==> src/rtl/cvic_pkg.sv <==
// Package: constants and types for the camera video input capture block
package cvic_pkg;

   localparam int DATA_W = 20;
   localparam int COMP_W = 10;
   localparam int PIX_W  = 2 * COMP_W;

   // Embedded timing code preamble words (10-bit form) and status flag bits
   localparam logic [9:0] PRE_ONES  = 10'h3FF;
   localparam logic [9:0] PRE_ZEROS = 10'h000;
   localparam int         ST_FIELD  = 8;
   localparam int         ST_VBLANK = 7;
   localparam int         ST_EAV    = 6;

   // Colour formats
   localparam logic [2:0] FMT_GENERIC  = 3'h0;
   localparam logic [2:0] FMT_YUV8     = 3'h1;
   localparam logic [2:0] FMT_RGB16    = 3'h2;
   localparam logic [2:0] FMT_YUV16    = 3'h3;
   localparam logic [2:0] FMT_YUV20    = 3'h4;
   localparam logic [2:0] FMT_RGB16_OTF = 3'h5;

   // Timing modes
   localparam logic [1:0] MODE_BT_SINGLE = 2'h0;
   localparam logic [1:0] MODE_BT_DUAL   = 2'h1;
   localparam logic [1:0] MODE_GATED     = 2'h2;

   typedef struct packed {
      logic              valid;
      logic [PIX_W-1:0]  data;
      logic              frame_start;
      logic              line_start;
      logic              line_end;
      logic              field;
   } cvic_pix_t;

   typedef struct packed {
      logic [1:0] mode;
      logic [2:0] fmt;
      logic       inv_frame;
      logic       inv_line;
   } cvic_cfg_t;

endpackage : cvic_pkg

==> src/rtl/cvic_capture.sv <==
// Camera video input capture: embedded-sync and gated clock modes
`timescale 1ns/1ps
module cvic_capture
   import cvic_pkg::*;
(
   // Clock and reset
   input  wire logic              clk,
   input  wire logic              sys_rst,
   // Configuration, static while capturing
   input  wire cvic_cfg_t         cfg,
   // Sensor pins
   input  wire logic              sensor_pixel_clock,
   input  wire logic              frame_sync_in,
   input  wire logic              line_sync_in,
   input  wire logic [DATA_W-1:0] sensor_pixel_bus,
   // Pixel stream to downstream
   output cvic_pix_t              pix_out,
   output logic                   frame_sync_out,
   output logic                   line_sync_out,
   output logic                   fmt_error
);

   typedef enum logic [1:0] {CV_IDLE, CV_PRE1, CV_PRE2, CV_STATUS} cvic_tc_t;

   logic [DATA_W+2:0] pins_s;
   logic [DATA_W-1:0] bus_s;
   logic              pclk_s;
   logic              fsync_s;
   logic              lsync_s;
   logic              pclk_d_r;
   logic              fsync_d_r;
   logic              lsync_d_r;
   logic [2:0]        ready_r;
   logic              pclk_rise;
   logic              gated;
   logic              dual;
   logic              fmt_ok;
   logic [9:0]        word;
   logic [PIX_W-1:0]  raw;
   logic [PIX_W-1:0]  ext;
   cvic_tc_t          tc_r;
   cvic_tc_t          tc_nxt;
   logic              active_r;
   logic              half_r;
   logic [COMP_W-1:0] hold_r;
   logic              fstart_pend_r;
   logic              lstart_pend_r;
   logic              field_r;

   // All pins share one synchroniser stage pair
   cvic_sync2 #(.W(DATA_W + 3)) u_sync (
      .clk     (clk),
      .sys_rst (sys_rst),
      .din     ({sensor_pixel_clock, frame_sync_in, line_sync_in,
                 sensor_pixel_bus}),
      .dout    (pins_s)
   );

   assign pclk_s  = pins_s[DATA_W+2];
   assign fsync_s = pins_s[DATA_W+1] ^ cfg.inv_frame;
   assign lsync_s = pins_s[DATA_W]   ^ cfg.inv_line;
   assign bus_s   = pins_s[DATA_W-1:0];

   // Edges are blocked until the synchroniser and the delayed copies hold
   // real pin levels; otherwise reset values fake an edge after reset
   always_ff @(posedge clk or posedge sys_rst) begin
      if (sys_rst) begin
         ready_r <= '0;
      end else begin
         ready_r <= {ready_r[1:0], 1'b1};
      end
   end

   always_ff @(posedge clk or posedge sys_rst) begin
      if (sys_rst) begin
         pclk_d_r  <= 1'b0;
         fsync_d_r <= 1'b0;
         lsync_d_r <= 1'b0;
      end else begin
         pclk_d_r  <= pclk_s;
         fsync_d_r <= fsync_s;
         lsync_d_r <= lsync_s;
      end
   end

   assign pclk_rise = pclk_s & ~pclk_d_r & ready_r[2];
   assign gated     = (cfg.mode == MODE_GATED);
   assign dual      = (cfg.mode == MODE_BT_DUAL);

   // Accepted format and protocol pairs
   always_comb begin
      case (cfg.fmt)
         FMT_YUV8:      fmt_ok = (cfg.mode == MODE_BT_SINGLE);
         FMT_YUV20:     fmt_ok = dual;
         FMT_YUV16:     fmt_ok = dual | gated;
         FMT_RGB16,
         FMT_GENERIC:   fmt_ok = 1'b1;
         FMT_RGB16_OTF: fmt_ok = gated;
         default:       fmt_ok = 1'b0;
      endcase
   end

   // Timing codes are detected on the luma lane (upper component)
   assign word = bus_s[DATA_W-1:DATA_W-10];

   always_comb begin
      tc_nxt = tc_r;
      case (tc_r)
         CV_IDLE:   if (word == PRE_ONES) tc_nxt = CV_PRE1;
         CV_PRE1:   tc_nxt = (word == PRE_ZEROS) ? CV_PRE2 : CV_IDLE;
         CV_PRE2:   tc_nxt = (word == PRE_ZEROS) ? CV_STATUS : CV_IDLE;
         CV_STATUS: tc_nxt = (word == PRE_ONES) ? CV_PRE1 : CV_IDLE;
         default:   tc_nxt = CV_IDLE;
      endcase
   end

   // Sync pins are never looked at in embedded mode
   always_ff @(posedge clk or posedge sys_rst) begin
      if (sys_rst) begin
         tc_r <= CV_IDLE;
      end else if (gated) begin
         tc_r <= CV_IDLE;
      end else if (pclk_rise) begin
         tc_r <= tc_nxt;
      end
   end

   // Line and frame state taken from sync pins in gated mode, recovered from status words in embedded modes
   always_ff @(posedge clk or posedge sys_rst) begin
      if (sys_rst) begin
         active_r      <= 1'b0;
         field_r       <= 1'b0;
         fstart_pend_r <= 1'b0;
         lstart_pend_r <= 1'b0;
      end else if (gated) begin
         active_r <= lsync_s;
         if (fsync_s & ~fsync_d_r & ready_r[2])
            fstart_pend_r <= 1'b1;
         else if (pclk_rise & lsync_s)
            fstart_pend_r <= 1'b0;
         if (lsync_s & ~lsync_d_r & ready_r[2])
            lstart_pend_r <= 1'b1;
         else if (pclk_rise & lsync_s)
            lstart_pend_r <= 1'b0;
      end else if (pclk_rise) begin
         if (tc_r == CV_PRE2 && word == PRE_ZEROS) begin
            // Next word is status; no pixel is in flight
         end
         if (tc_r == CV_STATUS) begin
            // Status word fields: field, vertical blanking, end flag
            if (word[ST_EAV]) begin
               active_r <= 1'b0;
            end else if (!word[ST_VBLANK]) begin
               active_r      <= 1'b1;
               lstart_pend_r <= 1'b1;
               if (field_r != word[ST_FIELD] || !frame_sync_out)
                  fstart_pend_r <= 1'b1;
               field_r <= word[ST_FIELD];
            end
         end else if (active_r && tc_r == CV_IDLE && tc_nxt == CV_IDLE) begin
            fstart_pend_r <= 1'b0;
            lstart_pend_r <= 1'b0;
         end
      end
   end

   // Single-component mode pairs two successive words into one output
   always_ff @(posedge clk or posedge sys_rst) begin
      if (sys_rst) begin
         half_r <= 1'b0;
         hold_r <= '0;
      end else if (gated || !active_r) begin
         half_r <= 1'b0;
      end else if (pclk_rise && tc_r == CV_IDLE && tc_nxt == CV_IDLE
                   && cfg.mode == MODE_BT_SINGLE) begin
         half_r <= ~half_r;
         hold_r <= word;
      end
   end

   assign raw = (cfg.mode == MODE_BT_SINGLE) ?
                {hold_r, word} : bus_s;

   cvic_extend u_ext (
      .fmt (cfg.fmt),
      .raw (raw),
      .ext (ext)
   );

   // Output pixel stream; codes and blanking never reach it
   always_ff @(posedge clk or posedge sys_rst) begin
      if (sys_rst) begin
         pix_out <= '0;
      end else begin
         pix_out.valid       <= 1'b0;
         pix_out.frame_start <= 1'b0;
         pix_out.line_start  <= 1'b0;
         pix_out.line_end    <= 1'b0;
         if (!fmt_ok) begin
            pix_out.valid <= 1'b0;
         end else if (gated) begin
            if (pclk_rise & lsync_s) begin
               pix_out.valid       <= 1'b1;
               pix_out.data        <= ext;
               pix_out.frame_start <= fstart_pend_r;
               pix_out.line_start  <= lstart_pend_r;
            end
            pix_out.line_end <= ~lsync_s & lsync_d_r
                                & ready_r[2];
         end else if (pclk_rise) begin
            if (active_r && tc_r == CV_IDLE && tc_nxt == CV_IDLE
                && (dual || half_r)) begin
               pix_out.valid       <= 1'b1;
               pix_out.data        <= ext;
               pix_out.frame_start <= fstart_pend_r;
               pix_out.line_start  <= lstart_pend_r;
               pix_out.field       <= field_r;
            end
            if (tc_r == CV_STATUS && word[ST_EAV] && active_r)
               pix_out.line_end <= 1'b1;
         end
      end
   end

   // Regenerated internal syncs
   always_ff @(posedge clk or posedge sys_rst) begin
      if (sys_rst) begin
         frame_sync_out <= 1'b0;
         line_sync_out  <= 1'b0;
         fmt_error      <= 1'b0;
      end else begin
         fmt_error <= ~fmt_ok;
         if (gated) begin
            frame_sync_out <= fsync_s;
            line_sync_out  <= lsync_s;
         end else begin
            line_sync_out <= active_r;
            if (pclk_rise && tc_r == CV_STATUS)
               frame_sync_out <= ~word[ST_VBLANK];
         end
      end
   end

endmodule : cvic_capture

==> src/rtl/cvic_extend.sv <==
// Colour extension of narrow components to full component width
`timescale 1ns/1ps
module cvic_extend
   import cvic_pkg::*;
(
   // Format select and raw pair
   input  wire logic [2:0]       fmt,
   input  wire logic [PIX_W-1:0] raw,
   // Extended pair
   output logic      [PIX_W-1:0] ext
);
   // Narrow formats keep data in the top bits of each component
   always_comb begin
      ext = raw;
      case (fmt)
         FMT_YUV8, FMT_YUV16: begin
            // Eight-bit components: replicate top two bits into the gap
            ext[PIX_W-1:COMP_W] = {raw[PIX_W-1:PIX_W-8],
                                   raw[PIX_W-1:PIX_W-2]};
            ext[COMP_W-1:0]     = {raw[COMP_W-1:COMP_W-8],
                                   raw[COMP_W-1:COMP_W-2]};
         end
         FMT_RGB16, FMT_RGB16_OTF: begin
            // Nine-bit components: replicate the single top bit
            ext[PIX_W-1:COMP_W] = {raw[PIX_W-1:PIX_W-9],
                                   raw[PIX_W-1]};
            ext[COMP_W-1:0]     = {raw[COMP_W-1:COMP_W-9],
                                   raw[COMP_W-1]};
         end
         default: ext = raw;
      endcase
   end
endmodule : cvic_extend

==> src/rtl/cvic_sync2.sv <==
// Two-flip-flop synchroniser for a bundle of level inputs
`timescale 1ns/1ps
module cvic_sync2 #(
   parameter int W = 1
) (
   // Clock and reset
   input  wire logic         clk,
   input  wire logic         sys_rst,
   // Levels
   input  wire logic [W-1:0] din,
   output logic      [W-1:0] dout
);
   logic [W-1:0] meta_r;

   always_ff @(posedge clk or posedge sys_rst) begin
      if (sys_rst) begin
         meta_r <= '0;
         dout   <= '0;
      end else begin
         meta_r <= din;
         dout   <= meta_r;
      end
   end
endmodule : cvic_sync2

==> config.mk <==
export PLATFORM = sky130hd
export DESIGN_NAME = cvic_capture
export DESIGN_NICKNAME = d
export VERILOG_FILES = /design/src/rtl/cvic_pkg.sv /design/src/rtl/cvic_capture.sv /design/src/rtl/cvic_extend.sv /design/src/rtl/cvic_sync2.sv
export SDC_FILE = /design/constraint.sdc
export NUM_CORES = 1
export LEC_CHECK = 0
export ABC_CLOCK_PERIOD_IN_PS = 7030
export BUFFER_PORTS_ARGS = -buffer_cell sky130_fd_sc_hd__buf_2
export CAP_MARGIN = 20
export CORE_MARGIN = 2
export CORE_UTILIZATION = 60
export DETAILED_ROUTE_END_ITERATION = 7
export PLACE_DENSITY_LB_ADDON = 0.08
export SLEW_MARGIN = 20
export SYNTH_ARGS = -nofsm -noshare
export SYNTH_HDL_FRONTEND = slang
export SYNTH_SLANG_ARGS = --single-unit
==> constraint.sdc <==
create_clock -name clk -period 7.03 [get_ports clk]
set_input_delay 1.406 -clock clk [delete_from_list [all_inputs] [get_ports clk]]
set_output_delay 1.406 -clock clk [all_outputs]
set_load 0.005 [all_outputs]
==> impl_metrics.py, run 1 <==
metrics = {
    "global_routing": {
        "grt_pass1_vias": 2210,
        "grt_max_degree": 54,
        "grt_usage_pct": 21.22,
        "grt_antenna_before_repair": 0,
        "grt_pass1_wl_mm": 10.49,
        "grt_use_met3_pct": 7.174,
        "grt-busiest-layer": "met2",
        "grt_use_met1_pct": 27.74,
        "grt_overflow": 0,
        "use_met2_pct": 32.98,
    },
    "clock_network": {
        "h-tree-depth": 3,
        "clockBufferDepth": 2,
        "cts-resized-gates": 0,
        "cts.sinks": 97,
        "clk_pin_slew_worst_paths_ns": 0.09,
        "clk_latency_ns": 0.36,
        "tritoncts": "built",
        "postCtsSetupRepairBufs": 0,
        "postCtsHoldBufs": 0,
        "numCtsBuffers": 9,
        "root_buffer": "clkbuf_8",
    },
    "sta": {
        "rsz0062_at_grt": "no",
        "fin_setup_tns_ns": 0,
        "max_slew_margin_pct": 31.02,
        "worst_pin_slew_ns": 1.035,
        "worst_hold_slack_ns": 0.3551,
        "skew_ns": 0.009642,
        "finalHoldViolCount": 0,
        "period_share_pct": 56.31,
        "period_minus_slack_ns": 3.958,
        "max_freq_mhz": 252.6,
        "setup_violations": 0,
        "maxSlewViolCount": 0,
    },
    "power_and_ir_drop": {
        "netSwitchingFraction_pct": 26.40,
        "combPwrFrac_pct": 12.4,
        "pwr-share-seq_pct": 57.5,
        "power_w": 0.001128,
        "p_sw_w": 0.0002979,
        "leakagePower_nw": 2.073,
        "peakVddDrop_v": 0.0002126,
        "internal_power_w": 0.0008302,
        "powerDensity_mw_per_mm2": 264.6,
        "clkPwrFrac_pct": 30.1,
    },
    "logic_synthesis": {
        "yosysSeqAreaShare_pct": 65.21,
        "synth_cell_types": 41,
        "syn_inst": 254,
        "synth_nets": 289,
        "netlist_area_mm2": 0.003722,
        "synth_top_area_share_pct": 65.21,
        "synth_edf_count": 0,
        "synth_area_per_cell_um2": 14.65,
        "ys_ff_latch": 97,
        "synth.area.top_cells": "dfrtp_1 (65%), mux2_2 (8.5%), mux2_4 (5.2%)",
        "synth_top_cell_by_area": "dfrtp_1",
        "dominantRegCellSynth": "dfrtp_1",
        "yosys_warnings": 0,
        "async_flop_share_pct": 100.0,
    },
    "setup_path": {
        "worstPathMaxFanout": 16,
        "cp.required_ns": 7.27,
        "setup.worst_path.start": "cfg[5]",
        "start_kind": "input port",
        "regToRegStartpoint": "tc_r[0]",
        "critPathMaxStageDelay_ns": 0.89,
        "crit_chain": "buf_2 > inv_1 > ha_1 > nand3_1 > a21oi_1 > nor2_1 > a2111oi_4 > buf_4 > mux2_4",
        "cp_top_family": "compound AO/OA/AOI/OAI gates",
        "crit_cells": 9,
        "critPathSlowestCell": "a2111oi_4",
        "rr_worst_depth": 6,
        "critical_path_buf_inv_count": 3,
        "r2r_slack_ns": 4.31,
        "path_class": "input port to register",
        "reg2reg_to": "pix_out[15]",
        "crit_path_end_kind": "register",
        "arrival_ns": 4.20,
        "critPathCapture": "pix_out[15]",
    },
    "layout": {
        "areaGrowthSynthToFinish_pct": 14.55,
        "antenna_cells": 0,
        "drive_above_1_share_pct": 39.44,
        "nNetsFinal": 352,
    },
    "detailed_routing": {
        "drc": 0,
        "drtIter0Drc": 163,
        "routed_via_density": 5.494,
        "vias": 2181,
        "wl_per_cell_um": 16.18,
        "antenna_left": 0,
        "drt-total-wl_mm": 6.422,
        "dr.pass1.iters": 4,
    },
    "place": {
        "io_buffers": 59,
        "hpwl_mm": 4.456,
        "place_congestion": 0.9101,
    },
    "floorplanning": {
        "start_util_pct": 62.50,
        "core_area_mm2": 0.005956,
        "die_x_um": 82.77,
        "fp-row-count": 28,
        "die-area_mm2": 0.006850,
        "io_pins": 60,
        "die_height_um": 82.77,
    },
    "flow_run": {
        "maxCapViolations": 0,
    },
    "run_status": {
        "outcome": "finished clean",
    },
    "hold_path": {
        "min_path_type": "register to register",
    },
}
worst min-delay path by stage:
stage	from	to	depth (start not counted)
final	u_sync.meta_r[13]	u_sync.dout[13]	0
after global routing	u_sync.meta_r[3]	u_sync.dout[3]	0
after CTS	u_sync.meta_r[3]	u_sync.dout[3]	0
after detailed placement	u_sync.meta_r[9]	u_sync.dout[9]	0
after global placement	u_sync.meta_r[21]	u_sync.dout[21]	0
after floorplan	ready_r[0]	ready_r[1]	0
registers in the layout (all words and copies together), names as in the netlist:
name / flops
active_r: 1
field_r: 1
fmt_error: 1
frame_sync_out: 1
fstart_pend_r: 1
fsync_d_r: 1
half_r: 1
hold_r: 10
line_sync_out: 1
lstart_pend_r: 1
lsync_d_r: 1
pclk_d_r: 1
pix_out: 25
ready_r: 3
tc_r: 2
u_sync.dout: 23
u_sync.meta_r: 23
worst reg2reg max path, delay by kind of cell, from the launching register on:
family | cells | cell delay [ns]
AOI/OAI and AO/OA | 2 | 1.02
xor gates and xnor gates | 1 | 0.18
buffers and inverters | 1 | 0.41
DFF | 1 | 0.51
muxes | 1 | 0.32
and+or+nand+nor | 1 | 0.17
power groups by stage:
stage                     clock, W  combinational (W)  sequential [W]
final                     0.000339           0.000140        0.000649
after global routing      0.000372           0.000156        0.000657
after CTS                 0.000347           0.000143        0.000649
after detailed placement         0           0.000143        0.000659
after global placement           0           0.000138        0.000658
after floorplan                  0          0.0000870        0.000652
metrics by stage:
stage	util [%]	setup slack, ns	std cells	area [µm²]
floorplan	-	3.090	254	3722
global placement	68.49	2.812	381	4079
detailed placement	68.49	2.707	381	4079
CTS	71.60	3.088	397	4264
global route	71.60	2.886	397	4264
finish	71.60	3.072	397	4264
metal layers:
layer  vias to the layer above  wire length (µm)
li1                       1006                 -
met1                      1097              2775
met2                        66              3156
met3                        12               378
met4                         0               112
met5                         -                 0
layout by cell type, fill, tap and decap left out, drive strengths merged, types with 2 or more instances in the layout:
cell    netlist  routed
dfrtp        97      97
buf           5      62
mux2         41      41
inv          12      16
mux2i        12      12
nand2        11      11
clkbuf        5       9
nor2          8       8
a21oi         8       8
o21ai         7       7
nand3         5       5
nor4          4       4
nand4         3       3
xor2          3       3
ha            3       3
nand3b        2       2
nor3          2       2
nand2b        2       2
xnor2         2       2
and3          2       2
a41o          2       2
and2          2       2
o22a          2       2
mux4          2       2
clkinv        0       2
cells in the mapped netlist (all sizes together) (2+ instances only):
| cell type | number |
|---|---|
| and3 | 2 |
| mux4 | 2 |
| mux2 | 41 |
| nand3b | 2 |
| xor2 | 3 |
| a41o | 2 |
| dfrtp | 97 |
| nor3 | 2 |
| nor2 | 8 |
| nand3 | 5 |
| nor4 | 4 |
| buf | 5 |
| clkbuf | 5 |
| o21ai | 7 |
| mux2i | 12 |
| inv | 12 |
| nand2 | 11 |
| a21oi | 8 |
| nand4 | 3 |
| ha | 3 |
| o22a | 2 |
| and2 | 2 |
| xnor2 | 2 |
| nand2b | 2 |
logic make-up after synthesis:
| logic type | count (synthesis) | synth area share, % |
|---|---|---|
| buffers and inverters | 22 | 2.756 |
| AND/OR/NAND/NOR | 46 | 6.622 |
| adder cells (fa/ha/maj) | 3 | 1.009 |
| flip-flops | 97 | 65.21 |
| multiplexers | 55 | 18.15 |
| XOR/XNOR | 5 | 1.177 |
| AO/OA/AOI/OAI | 25 | 4.975 |
| other | 1 | 0.1007 |
layout make-up:
class	instances	area (µm²)
clock inverters	7	61.31
fillers	436	1692
clock buffers	9	123.9
multi-input cells	135	1192
flip-flops and latches	97	2427
repair buffers	62	317.8
inverters	12	47.55
well taps	75	93.84
(Power assumes the default switching activity.)
==> inputs of run 2 (changes only) <==
--- a/config.mk
+++ b/config.mk
@@ -5,11 +5,12 @@
 export SDC_FILE = /design/constraint.sdc
 export NUM_CORES = 1
 export LEC_CHECK = 0
-export ABC_CLOCK_PERIOD_IN_PS = 7030
+export ABC_AREA = 1
+export ABC_CLOCK_PERIOD_IN_PS = 4100
 export BUFFER_PORTS_ARGS = -buffer_cell sky130_fd_sc_hd__buf_2
 export CAP_MARGIN = 20
 export CORE_MARGIN = 2
-export CORE_UTILIZATION = 60
+export CORE_UTILIZATION = 56
 export DETAILED_ROUTE_END_ITERATION = 7
 export PLACE_DENSITY_LB_ADDON = 0.08
 export SLEW_MARGIN = 20
==> constraint.sdc (replaced) <==
create_clock -name clk -period 4.1 [get_ports clk]
set_input_delay 0.82 -clock clk [delete_from_list [all_inputs] [get_ports clk]]
set_output_delay 0.82 -clock clk [all_outputs]
set_load 0.005 [all_outputs]
==> run 2 against run 1 <==
First-iteration DRC count grew 6.7%. Synthesized area grew 4.1%. Flip-flop and latch count is the same. Worst setup slack lost 1.8 ns. Worst hold slack lost 0.00059 ns. Critical path depth is the same. Critical path type unchanged. Largest cell class unchanged. Largest power group unchanged. Highest routed layer unchanged.
==> impl_metrics.py, run 2 <==
metrics = {
    "floorplanning": {
        "core_area_mm2": 0.006756,
        "die_height_um": 87.17,
        "die-area_mm2": 0.007599,
        "fp-row-count": 30,
        "die_x_um": 87.17,
        "start_util_pct": 57.33,
        "io_pins": 60,
    },
    "hold_path": {
        "whs_path_depth": 0,
        "min_to": "u_sync.dout[19]",
        "hold_start": "u_sync.meta_r[19]",
        "min_path_type": "register to register",
    },
    "layout": {
        "fin_util_pct": 65.19,
        "top_regs": "pix_out: 25 flops, u_sync.dout: 23 flops, u_sync.meta_r: 23 flops",
        "drive_above_1_share_pct": 20.09,
        "final_area_mm2": 0.004404,
        "mostFrequentLayoutCell": "nand2_1",
        "antenna_cells": 0,
        "regMostFlops": "pix_out",
        "nNetsFinal": 498,
        "largest_register_ffs": 25,
        "final_cell_count_no_fill": 548,
        "areaGrowthSynthToFinish_pct": 13.69,
        "final_cell_mix": "nand2_1 (119), dfrtp_1 (97), buf_2 (59), inv_1 (42), nand3_1 (30)",
    },
    "place": {
        "io_buffers": 59,
        "place_congestion": 0.8912,
        "pre_cts_ws_ns": 0.9177,
        "place_area_mm2": 0.004219,
        "hpwl_mm": 5.354,
        "dp.cells": 532,
    },
    "setup_path": {
        "worstPathMaxFanout": 24,
        "critPathMaxStageDelay_ns": 0.60,
        "cp.required_ns": 4.35,
        "crit_path_end_kind": "register",
        "rr_worst_depth": 8,
        "path_class": "input port to register",
        "start_kind": "input port",
        "critical_path_buf_inv_count": 3,
        "cp_top_family": "simple AND/OR/NAND/NOR gates",
        "critPathSlowestCell": "ha_1",
        "arrival_ns": 3.06,
        "crit_chain": "buf_2 > inv_1 > ha_1 > inv_2 > nor3_2 > nand2_1 > nor2_2 > nand2_1 > o21a_1",
        "path_common_cell": "nand2_1",
        "r2r_slack_ns": 2.20,
        "reg2reg_to": "pix_out[12]",
        "regToRegStartpoint": "pclk_d_r",
    },
    "clock_network": {
        "clk_latency_ns": 0.36,
        "cts-resized-gates": 0,
        "clk_pin_slew_worst_paths_ns": 0.09,
        "postCtsSetupRepairBufs": 0,
        "h-tree-depth": 3,
        "numCtsBuffers": 9,
        "postCtsHoldBufs": 0,
        "cts.sinks": 97,
        "tritoncts": "built",
        "root_buffer": "clkbuf_8",
        "clockBufferDepth": 2,
    },
    "sta": {
        "finalHoldViolCount": 0,
        "rsz0062_at_grt": "no",
        "period_share_pct": 68.50,
        "period_minus_slack_ns": 2.808,
        "fin_setup_tns_ns": 0,
        "layout_setup_ws_ns": 1.292,
        "worst_pin_slew_ns": 0.6834,
        "max_freq_mhz": 356.1,
        "setup_violations": 0,
        "skew_ns": 0.01021,
        "maxSlewViolCount": 0,
        "max_slew_margin_pct": 54.44,
    },
    "detailed_routing": {
        "drtIter0Drc": 174,
        "wl_per_cell_um": 13.59,
        "routed_via_density": 5.095,
        "dr.pass1.iters": 4,
        "drt-total-wl_mm": 7.450,
        "antenna_left": 0,
        "vias": 2792,
        "drc": 0,
    },
    "logic_synthesis": {
        "synthTopCellsByCount": "nand2_1 (119), dfrtp_1 (97), inv_1 (43)",
        "synth.area.top_cells": "dfrtp_1 (63%), nand2_1 (12%), inv_1 (4.2%)",
        "netlist_area_mm2": 0.003874,
        "syn_inst": 404,
        "ys_ff_latch": 97,
        "synth_top_area_share_pct": 62.66,
        "synth.most_common_cell": "nand2_1",
        "yosys.area_share.simple_pct": 21.16,
        "synth_edf_count": 0,
        "yosys_warnings": 0,
        "synth_cell_types": 31,
        "yosysSeqAreaShare_pct": 62.66,
        "synth_area_per_cell_um2": 9.588,
        "synth_top_cell_by_area": "dfrtp_1",
        "synth_compound_area_share_pct": 7.655,
        "dominantRegCellSynth": "dfrtp_1",
        "synthMuxAreaShare_pct": 0.5168,
        "yosys.area_share.adder_pct": 0.9690,
        "synth_xor_area_share_pct": 0.2261,
        "synth_top_family_by_area": "simple AND/OR/NAND/NOR gates",
        "async_flop_share_pct": 100.0,
        "synth_nets": 439,
    },
    "run_status": {
        "outcome": "finished clean",
    },
    "global_routing": {
        "grt_antenna_before_repair": 0,
        "grt_overflow": 0,
        "grt_max_degree": 61,
        "grt_pass1_wl_mm": 12.39,
        "grt_pass1_vias": 2581,
        "grt_usage_pct": 21.68,
    },
    "flow_run": {
        "maxCapViolations": 0,
    },
    "power_and_ir_drop": {
        "leakagePower_nw": 2.359,
        "peakVddDrop_v": 0.0002814,
        "powerDensity_mw_per_mm2": 442.0,
    },
}
==> run 2: worst max-delay path by stage <==
| stage | slack [ns] | cells after the start | endpoint | start |
|---|---|---|---|---|
| 4_1_cts | 1.30 | 9 | hold_r[2] | cfg[6] |
| 2_1_floorplan | 0.75 | 1 | active_r | sys_rst |
| 3_3_place_gp | 1.06 | 9 | hold_r[6] | cfg[5] |
| 3_5_place_dp | 0.92 | 9 | hold_r[2] | cfg[6] |
| 6_report | 1.29 | 9 | hold_r[2] | cfg[6] |
| 5_1_grt | 0.99 | 9 | hold_r[3] | cfg[5] |
==> run 2: area by class of cell <==
type,count,area (µm²)
Sequential cell,97,2427
Clock buffer,9,123.9
Tap cell,80,100.1
Timing Repair Buffer,60,322.8
Multi-Input combinational cell,247,1186
Clock inverter,7,61.31
Fill cell,596,2352
Inverter,48,182.7
==> run 2: metrics by stage <==
step | hold WS [ns] | total power [W]
global route | 0.3640 | 0.002057
global placement | 0.3321 | 0.001377
CTS | 0.3564 | 0.001969
finish | 0.3545 | 0.001947
floorplan | 0.3312 | 0.001282
detailed placement | 0.3347 | 0.001392
==> run 2: where the power goes <==
group | switching (W) | total (W) | internal, W
combinational | 0.000144 | 0.000252 | 0.000107
sequential | 0.0000569 | 0.00112 | 0.00106
clock | 0.000343 | 0.000575 | 0.000232
total | 0.000544 | 0.00195 | 0.00140
==> run 2: cells by family (layout without fill, tap and decap cells) <==
logic type | count (synthesis) | in the layout
adders and majority gates | 3 | 3
buffers and inverters | 60 | 124
muxes | 2 | 2
AOI/OAI and AO/OA | 51 | 51
DFF | 97 | 97
other | 1 | 1
and+or+nand+nor | 189 | 189
xor gates and xnor gates | 1 | 1
==> run 2: routing by layer <==
metal	GRT usage, %	part of all wire (%)	wire [µm]
met5	0	0	0
met3	5.213	6.2	463
met2	30.12	42	3110
met4	8.811	2.8	211
met1	32.91	49	3665
